===== config.mk =====
export PLATFORM = sky130hd
export DESIGN_NAME = pis_irq_ctrl
export DESIGN_NICKNAME = d
export VERILOG_FILES = /design/src/pis_pkg.sv /design/src/pis_irq_ctrl.sv
export SDC_FILE = /design/constraint.sdc
export NUM_CORES = 1
export LEC_CHECK = 0
export BUFFER_PORTS_ARGS = -buffer_cell sky130_fd_sc_hd__buf_4
export CAP_MARGIN = 10
export CORE_UTILIZATION = 56
export DETAILED_ROUTE_END_ITERATION = 7
export GPL_ROUTABILITY_DRIVEN = 0
export PLACE_DENSITY = 0.94
export RECOVER_POWER = 100
export SYNTH_ARGS = -nofsm -noshare
export SYNTH_HDL_FRONTEND = slang
export SYNTH_SLANG_ARGS = --single-unit

===== constraint.sdc =====
create_clock -name sys_clk -period 2.54 [get_ports sys_clk]
set_input_delay 0.127 -clock sys_clk [delete_from_list [all_inputs] [get_ports sys_clk]]
set_output_delay 0.127 -clock sys_clk [all_outputs]
set_load 0.01 [all_outputs]

===== src/pis_pkg.sv =====
// Constants and carrier types for the PHY interrupt enable and special status block
`default_nettype none

package pis_pkg;

	// ----------------------------------------------------------------
	// Register indices and bus widths
	// ----------------------------------------------------------------
	localparam logic [5:0] IDX_IRQ_FLAGS = 6'd29;
	localparam logic [5:0] IDX_IRQ_ENABLE = 6'd30;
	localparam logic [5:0] IDX_SPECIAL = 6'd31;
	localparam int ADDR_W = 8;
	localparam int DATA_W = 32;
	localparam int REG_W = 16;

	// ----------------------------------------------------------------
	// Interrupt bit positions (flags and enable share one layout)
	// ----------------------------------------------------------------
	localparam int BIT_PAGE_RX = 1;
	localparam int BIT_PAR_FAULT = 2;
	localparam int BIT_LP_ACK = 3;
	localparam int BIT_LINK_DOWN = 4;
	localparam int BIT_REMOTE_FAULT = 5;
	localparam int BIT_ANEG_DONE = 6;
	localparam int BIT_ENERGY = 7;
	localparam int BIT_LINK_UP = 9;
	// Writable bits of the enable register; all others read as zero
	localparam logic [15:0] ENABLE_WMASK = 16'h02FE;
	localparam logic [15:0] ENABLE_RESET = 16'h0000;
	localparam logic [15:0] FLAGS_RESET = 16'h0000;

	// ----------------------------------------------------------------
	// Special control/status register fields
	// ----------------------------------------------------------------
	localparam int SPC_AUTODONE = 12;
	localparam int SPC_RESV_LO = 5;
	localparam int SPC_RESV_W = 7;
	localparam int SPC_SPEED_LO = 2;
	localparam logic [6:0] SPC_RESV_RESET = 7'b0000010;
	localparam logic [2:0] SPD_10_HALF = 3'b001;
	localparam logic [2:0] SPD_100_HALF = 3'b010;
	localparam logic [2:0] SPD_10_FULL = 3'b101;
	localparam logic [2:0] SPD_100_FULL = 3'b110;

	// ----------------------------------------------------------------
	// Carrier for the physical layer status pins
	// ----------------------------------------------------------------
	typedef struct packed {
		logic linkStatus;
		logic energyDetected;
		logic anegComplete;
		logic remoteFault;
		logic lpAck;
		logic parDetectFault;
		logic pageRx;
		logic [2:0] speedDuplex;
	} pis_phy_ev_s;

	// Whole state of the block
	typedef struct packed {
		pis_phy_ev_s sync1;
		pis_phy_ev_s sync2;
		pis_phy_ev_s prev;
		logic [15:0] enableReg;
		logic [15:0] flagsReg;
		logic [6:0] resvReg;
		logic [31:0] prdata;
		logic pready;
		logic pslverr;
		logic irq;
	} pis_state_s;

endpackage

`default_nettype wire


===== src/pis_irq_ctrl.sv =====
// PHY interrupt flags, enable register and special control/status register behind APB
//
// Implementation choice: register access over APB.
`timescale 1ns/1ps
`default_nettype none

// How it works
// Page received sets sticky flag bit 1
// Enable register, 16 bits, index 30
// Enable one allows, zero blocks; reset zero
// Enable bit 9 gates link up
// Enable bit 7 gates energy detected
// Enable bit 6 gates negotiation complete
// Enable bit 5 gates remote fault
// Enable bit 4 gates link down
// Enable bit 3 gates partner acknowledge
// Enable bit 2 gates parallel detect fault
// Enable bit 1 gates page; reserved read-only
// Special register, 16 bits, index 31
// Bit 12 shows negotiation done
// Field 11:5 resets 0000010b, software rewrites it
// Field 4:2 reports speed and duplex
// Enabled flags latch and stay set
// Reading flags register clears all flags
// Interrupt high while enabled flag set
module pis_irq_ctrl (
	// Clock and reset
	input wire logic sys_clk,
	input wire logic srst,
	// APB slave
	input wire logic psel,
	input wire logic penable,
	input wire logic pwrite,
	input wire logic [pis_pkg::ADDR_W-1:0] paddr,
	input wire logic [pis_pkg::DATA_W-1:0] pwdata,
	input wire logic [3:0] pstrb,
	output logic [pis_pkg::DATA_W-1:0] prdata,
	output logic pready,
	output logic pslverr,
	// Physical layer status, asynchronous to sys_clk
	input wire pis_pkg::pis_phy_ev_s phyEvents,
	// Interrupt request
	output logic phyIrq
);

	// ----------------------------------------------------------------
	// Helpers
	// ----------------------------------------------------------------
	// Word-aligned register hit; the low two address bits are ignored
	function automatic logic regHit(input logic [pis_pkg::ADDR_W-1:0] addr, input logic [5:0] idx);
		regHit = (addr[pis_pkg::ADDR_W-1:2] == idx);
	endfunction

	pis_pkg::pis_state_s st_reg;
	pis_pkg::pis_state_s st_next;
	logic [15:0] evVec;
	logic accessDone;
	logic flagsRead;
	logic [15:0] specialView;

	// ----------------------------------------------------------------
	// Event detection on synchronised levels
	// ----------------------------------------------------------------
	// Edges are taken from the second stage only, so a metastable first stage never reaches logic
	always_comb begin
		evVec = 16'h0000;
		// page received event
		evVec[pis_pkg::BIT_PAGE_RX] = st_reg.sync2.pageRx & ~st_reg.prev.pageRx;
		// parallel detect fault event
		evVec[pis_pkg::BIT_PAR_FAULT] = st_reg.sync2.parDetectFault & ~st_reg.prev.parDetectFault;
		// partner acknowledge event
		evVec[pis_pkg::BIT_LP_ACK] = st_reg.sync2.lpAck & ~st_reg.prev.lpAck;
		// link down: falling edge of link status
		evVec[pis_pkg::BIT_LINK_DOWN] = ~st_reg.sync2.linkStatus & st_reg.prev.linkStatus;
		// remote fault event
		evVec[pis_pkg::BIT_REMOTE_FAULT] = st_reg.sync2.remoteFault & ~st_reg.prev.remoteFault;
		// negotiation complete event
		evVec[pis_pkg::BIT_ANEG_DONE] = st_reg.sync2.anegComplete & ~st_reg.prev.anegComplete;
		// energy detected event
		evVec[pis_pkg::BIT_ENERGY] = st_reg.sync2.energyDetected & ~st_reg.prev.energyDetected;
		// link up: rising edge of link status
		evVec[pis_pkg::BIT_LINK_UP] = st_reg.sync2.linkStatus & ~st_reg.prev.linkStatus;
	end

	// ----------------------------------------------------------------
	// Bus strobes and read view
	// ----------------------------------------------------------------
	// The access completes at the edge where pready is already high
	assign accessDone = psel & penable & st_reg.pready;
	// a completed read of the flags register
	assign flagsRead = accessDone & ~pwrite & regHit(paddr, pis_pkg::IDX_IRQ_FLAGS);

	// Special register as software sees it
	always_comb begin
		specialView = 16'h0000;
		// done bit follows the synchronised negotiation status
		specialView[pis_pkg::SPC_AUTODONE] = st_reg.sync2.anegComplete;
		// reserved field reads back what was stored
		specialView[pis_pkg::SPC_RESV_LO +: pis_pkg::SPC_RESV_W] = st_reg.resvReg;
		// speed and duplex code passes straight through
		specialView[pis_pkg::SPC_SPEED_LO +: 3] = st_reg.sync2.speedDuplex;
	end

	// ----------------------------------------------------------------
	// Next state
	// ----------------------------------------------------------------
	always_comb begin
		st_next = st_reg;
		// Two-stage synchronisers and edge history
		st_next.sync1 = phyEvents;
		st_next.sync2 = st_reg.sync1;
		st_next.prev = st_reg.sync2;

		// One wait state: pready rises after the first access cycle and drops after completion
		st_next.pready = psel & penable & ~st_reg.pready;
		st_next.pslverr = 1'b0;
		st_next.prdata = st_reg.prdata;

		if (psel && penable && !st_reg.pready) begin
			st_next.prdata = 32'h0000_0000;
			if (regHit(paddr, pis_pkg::IDX_IRQ_FLAGS)) begin
				st_next.prdata[15:0] = st_reg.flagsReg;
			end else if (regHit(paddr, pis_pkg::IDX_IRQ_ENABLE)) begin
				// enable register readable
				st_next.prdata[15:0] = st_reg.enableReg;
			end else if (regHit(paddr, pis_pkg::IDX_SPECIAL)) begin
				// special register readable
				st_next.prdata[15:0] = specialView;
			end else begin
				// Unmapped words answer with an error and zero data
				st_next.pslverr = 1'b1;
			end
		end

		// Register writes take effect at the completing edge
		if (accessDone && pwrite) begin
			if (regHit(paddr, pis_pkg::IDX_IRQ_ENABLE)) begin
				// reserved enable bits stay zero through the write mask
				if (pstrb[0]) begin
					st_next.enableReg[7:0] = pwdata[7:0] & pis_pkg::ENABLE_WMASK[7:0];
				end
				if (pstrb[1]) begin
					st_next.enableReg[15:8] = pwdata[15:8] & pis_pkg::ENABLE_WMASK[15:8];
				end
			end else if (regHit(paddr, pis_pkg::IDX_SPECIAL)) begin
				// stored as written; software is expected to write the reset pattern
				if (pstrb[0]) begin
					st_next.resvReg[2:0] = pwdata[7:5];
				end
				if (pstrb[1]) begin
					st_next.resvReg[6:3] = pwdata[11:8];
				end
			end
		end

		// Flag clearing: a flags read clears all, a write of ones clears those bits
		if (flagsRead) begin
			st_next.flagsReg = 16'h0000;
		end else if (accessDone && pwrite && regHit(paddr, pis_pkg::IDX_IRQ_FLAGS)) begin
			st_next.flagsReg = st_reg.flagsReg & ~{pstrb[1] ? pwdata[15:8] : 8'h00, pstrb[0] ? pwdata[7:0] : 8'h00};
		end

		// enabled events latch and win over a clear in the same cycle
		// a zero enable bit blocks its source; bits 4..9 follow the same gating
		st_next.flagsReg = st_next.flagsReg | (evVec & st_reg.enableReg & pis_pkg::ENABLE_WMASK);

		// level request from enabled set flags, registered from next values
		st_next.irq = |(st_next.flagsReg & st_next.enableReg);
	end

	// ----------------------------------------------------------------
	// State register
	// ----------------------------------------------------------------
	// Synchronous reset; every field takes a constant
	always_ff @(posedge sys_clk) begin
		if (srst) begin
			st_reg.sync1 <= '0;
			st_reg.sync2 <= '0;
			st_reg.prev <= '0;
			// all sources start blocked
			st_reg.enableReg <= pis_pkg::ENABLE_RESET;
			// flags reset to zero
			st_reg.flagsReg <= pis_pkg::FLAGS_RESET;
			// reserved field reset pattern
			st_reg.resvReg <= pis_pkg::SPC_RESV_RESET;
			st_reg.prdata <= 32'h0000_0000;
			st_reg.pready <= 1'b0;
			st_reg.pslverr <= 1'b0;
			st_reg.irq <= 1'b0;
		end else begin
			st_reg <= st_next;
		end
	end

	// Outputs straight from flip-flops
	assign prdata = st_reg.prdata;
	assign pready = st_reg.pready;
	assign pslverr = st_reg.pslverr;
	assign phyIrq = st_reg.irq;
endmodule

`default_nettype wire


======== Word level (Yosys, flattened, before mapping) ========
Cells that the tools add are included.
Widths: inputs -> output; s select.
word-level totals
  word-level logic and storage cells ...... 85
  input port bits ......................... 59
  flip-flop bits (word level) ............. 85
  output and inout port bits .............. 35
cells by class
  reduce and logical (&&, ||, !) cells .... 9
  mux-type cells .......................... 12
  bitwise logic cells ..................... 30
  equal/unequal tests ..................... 3
operators by type and width
  operator            count
  $mux 16             6
  $and 16x16->16      2
  $mux 8              4
  $eq 6x5->1 const B  3
  $not 16->16         1
  $or 16x10->16       1
  $reduce_or 16->1    1
  $and 1x1->1         13
  $mux 13             1
  $not 1->1           12
  $and 10x10->10      1
  $reduce_and 4->1    2
  $logic_and 1x1->1   4
  $reduce_or 4->1     1
  $logic_not 1->1     1
  $mux 1              1

======== Depth between registers and ports, before layout ========
  word-level depth ........................ 9
  gate-level depth with buffers ........... 7
  mapped depth without buffers ............ 6

======== Worst setup path before layout ========
OpenSTA, ideal clock, no wires.
  kind .................................... register to register
  from .................................... reg, netlist name pready
  to ...................................... reg st_reg, in the netlist phyIrq
  arrival ................................. 1,560 ps
  required time ........................... 2,402 ps
  path buffers ............................ 0
  period minus slack after synthesis ...... 1,698 ps
  slack ................................... 842 ps
  stages on the path, launching flop included .. 7
  setup time .............................. 138 ps
  cell sequence ........................... dfxtp_1 nand4_1 o41ai_2 o22ai_1 a311oi_1 a31o_1 a41oi_1
on the way
  word-level cells in the longest chain between the ends .. 8
  elaborated cells between the ends (all ways) .. 11
  classes of those cells .................. mux: 3; bitwise: 5; reduce/logical: 3
ends and longest elaborated chain
  item                    line                                      source
  $and 1x1->1 (*)         pis_irq_ctrl.sv:89                        assign accessDone = psel & penable & st_reg.pready;
  $logic_and 1x1->1       pis_irq_ctrl.sv:136, pis_irq_ctrl.sv:159
  $logic_and 1x1->1       pis_irq_ctrl.sv:159                       end else if (accessDone && pwrite && regHit(paddr, pis_pkg::IDX_IRQ_FLAGS)) begin
  $mux 16                 pis_irq_ctrl.sv:159
  $mux 16                 pis_irq_ctrl.sv:157                       if (flagsRead) begin
  $or 16x10->16           pis_irq_ctrl.sv:165                       st_next.flagsReg = st_next.flagsReg | (evVec & st_reg.enableReg & pis_pkg::ENABLE_WMASK);
  $and 16x16->16 (*)      pis_irq_ctrl.sv:168                       st_next.irq = |(st_next.flagsReg & st_next.enableReg);
  $reduce_or 16->1 (*)    pis_irq_ctrl.sv:168
  end signal: assignment  pis_irq_ctrl.sv:191                       st_reg <= st_next;
  end: declaration        pis_irq_ctrl.sv:54                        pis_pkg::pis_state_s st_reg;
Every way passes the cells marked *; elsewhere a longest branch is shown, timed or not.
A chain may end at the register's enable or synchronous reset.

======== Worst setup path after layout ========
  from .................................... reg, netlist name pready
  to ...................................... reg st_reg, in the netlist phyIrq
on the way
  word-level cells in the longest chain between the ends .. 8
  elaborated cells between the ends (all ways) .. 11
  classes of those cells .................. mux: 3; bitwise: 5; reduce/logical: 3
ends and longest elaborated chain
  item                  line
  $and 1x1->1 (*)       pis_irq_ctrl.sv:89
  $logic_and 1x1->1     pis_irq_ctrl.sv:136, pis_irq_ctrl.sv:159
  $logic_and 1x1->1     pis_irq_ctrl.sv:159
  $mux 16               pis_irq_ctrl.sv:159
  $mux 16               pis_irq_ctrl.sv:157
  $or 16x10->16         pis_irq_ctrl.sv:165
  $and 16x16->16 (*)    pis_irq_ctrl.sv:168
  $reduce_or 16->1 (*)  pis_irq_ctrl.sv:168
Marks and branches as above.

==> impl_metrics.csv <==
group,metric,value,unit
place,portBuffers,57,
timing,post-route-min-period,2.00,ns
timing,timing.final.ws_setup,0.538,ns
timing,rsz0062_at_grt,"no",
global_routing,grt-ovfl-total,0,
clocking,cts_sinks,85,
detailed_routing,drt_pass1_iterations,6,
timing,slew_headroom,-1.16,%
die,die-width,80.7,um
yosys,ys_seq_area_share,49.1,%
clocking,clockRootBuffer,"clkbuf_8",
timing,fin_tns_setup,0,ns
yosys,synth_top_area_share,49.1,%
clocking,h-tree-depth,3,
die,dieArea,6510,um2
place,hpwl,5010,um
timing,drv_slew,37,
outcome,violations,"max-capacitance violations, max-slew violations",
detailed_routing,wl_met2,3560,um
power,ir_drop,0.443,mV
setup_path,worstSetupPathType,"flip-flop to flip-flop",
clocking,numCtsBuffers,9,
yosys,async_reset_ff_share,0,%
place,pre_cts_ws,0.621,ns
global_routing,grt.total_usage,24.8,%
die,io_pins,94,
clocking,cts.clk_slew.worst_paths,0.08,ns
global_routing,grt_pass1_vias,2441,
detailed_routing,wl_met1,3250,um
yosys,avgSynthCellArea,9.32,um2
detailed_routing,viasPerCell,5.52,
die,die-height,80.7,um
global_routing,antenna_found_initial,0,
setup_path,required,2.75,ns
yosys,ys_seq_elements,85,
final_layout,nFillCells,503,
setup_path,path_max_fanout,11,
final_layout,drive_above_1_share,14.2,%
die,initial_core_util,58.2,%
global_routing,grt_pass1_wl,11900,um
run,max_cap_viol_count,1,
detailed_routing,postRouteAntennaNets,0,
die,core-area,5960,um2
timing,finalSetupViolations,0,
detailed_routing,vias,2750,
place,placed_cell_area,3760,um2
clocking,cts_resized,0,
detailed_routing,drt_iter0_markers,319,
yosys,syn_inst,372,
power,powerDensity,663,nW/um2
worst_hold_path,hold_path_class,"primary input to flip-flop",
clocking,cts_buffer_depth,2,
final_layout,n_antenna_cell,0,
yosys,syn-cell-area,3470,um2
timing,timing.fmax,0.499,GHz
clocking,cts_hold_buffers,9,
detailed_routing,drc,0,
detailed_routing,top_layer_used,"met4",
yosys,synth_edf_count,0,
detailed_routing,routed-wl-met3,566,um
detailed_routing,finalWirelength,7470,um
yosys,synth_flop_cell,"dfxtp_1",
yosys,synth_warnings,0,
timing,worst_pin_slew,1.52,ns
final_layout,fin_nets,477,
final_layout,areaGrowthSynthToFinish,14.8,%
yosys,synth_top_area_cell,"dfxtp_1",
outcome,status,"finished, violations left",
setup_path,critPathCaptureType,"flip-flop",
final_layout,design_area,3980,um2
yosys,ys_top_cells_by_area,"dfxtp_1, buf_4, nor2b_1",
worst_hold_path,hold_depth,2,
detailed_routing,wire_per_inst,15.0,um
timing,hold_viol_final,0,
clocking,tritoncts,"yes",
power,leakagePower,1.68,nW
die,rows,28,
timing,skew,0.00872,ns
global_routing,grt_max_degree,38,
setup_path,worst_ep_arrival_time,2.21,ns
setup_path,ff2ff_path_depth,6,
final_layout,largest_reg_flops,39,
timing,whs,0.00910,ns
clocking,post_cts_buffers,0,
setup_path,start_kind,"flip-flop",
timing,finalCritPeriodShare,78.8,%
clocking,clk_latency,0.36,ns
yosys,synth_cell_types,45,
-- power breakdown --
| part | internal, mW | switching, mW |
|---|---|---|
| registers | 1.37 | 0.0140 |
| logic | 0.0929 | 0.115 |
| clock network | 0.584 | 0.466 |
| total | 2.04 | 0.595 |
-- synth_stat cells, types with 2 or more instances --
cell,number
a41oi_1,2
nor2_1,53
and2_1,9
o22ai_1,5
a221o_1,11
a21boi_0,5
a32o_1,6
buf_4,32
nand2_1,22
nor2b_1,34
o21ai_0,3
mux2i_1,14
o21ai_1,2
clkbuf_1,13
a221oi_1,5
nand3_1,5
a21oi_1,18
nor3_1,16
inv_1,3
buf_2,5
dfxtp_1,85
-- layout make-up --
class                           instances  area, um2  share of cell area [%]
Clock inverter                          3       68.8                    1.73
Tap cell                               75       93.8                    2.36
Sequential cell                        85       1700                    42.8
Multi-Input combinational cell        247       1480                    37.1
Timing Repair Buffer                   71        474                    11.9
Clock buffer                           13        149                    3.74
Inverter                                4       15.0                   0.377
-- metal layers --
metal,vias to the layer above,track usage (%)
li1,1334,-
met3,11,6.02
met2,152,39.9
met5,-,0
met1,1253,32.0
met4,0,9.11
-- critical path: stages, from the launching register on --
cell and delay (ns):
dfxtp_1 0.41, nand3_1 0.10, or3_1 0.53, o21ai_0 0.37
nor2_1 0.09, o221ai_1 0.21, a41oi_1 0.14
-- placed cells by master, fill, tap and decap left out, types with 5 or more instances in the layout --
master / netlist / routed
conb_1: 1 / 16
and2_1: 9 / 7
a221o_1: 11 / 11
nor3_1: 16 / 16
a221oi_1: 5 / 5
nand2_1: 22 / 22
dlygate4sd3_1: 0 / 9
o22ai_1: 5 / 5
nor2_1: 53 / 53
clkbuf_8: 0 / 10
dfxtp_1: 85 / 85
mux2i_1: 14 / 14
nand3_1: 5 / 5
a32o_1: 6 / 6
clkbuf_1: 13 / 24
nor2b_1: 34 / 34
a21boi_0: 5 / 5
a21oi_1: 18 / 18
buf_4: 32 / 40
-- worst paths after layout --
check	start	to	slack [ns]
min reg2reg	st_next[90]	st_next[80]	0.44
min	phyEvents[7]	st_next[91]	0.009
max	pready	phyIrq	0.54
max reg2reg	pready	phyIrq	0.54
-- logic make-up (layout without fill, tap and decap cells) --
kind of cell / count (synthesis) / count (layout) / synth area share (%)
flops: 85 / 85 / 49.1
mux: 14 / 14 / 4.04
buf+inv: 55 / 91 / 9.82
simple gates: 151 / 151 / 22.4
compound gates: 66 / 66 / 14.5
other cells: 1 / 16 / 0.108
-- stage by stage --
step | total power, mW | utilization, % | cells
after floorplan | 1.55 | - | 387
after global placement | 1.61 | 63.1 | 473
after detailed placement | 1.62 | 63.1 | 473
after CTS | 2.65 | 68.3 | 498
after global routing | 2.73 | 66.8 | 498
final | 2.64 | 66.8 | 498
Power figures use the tool's default switching activity.
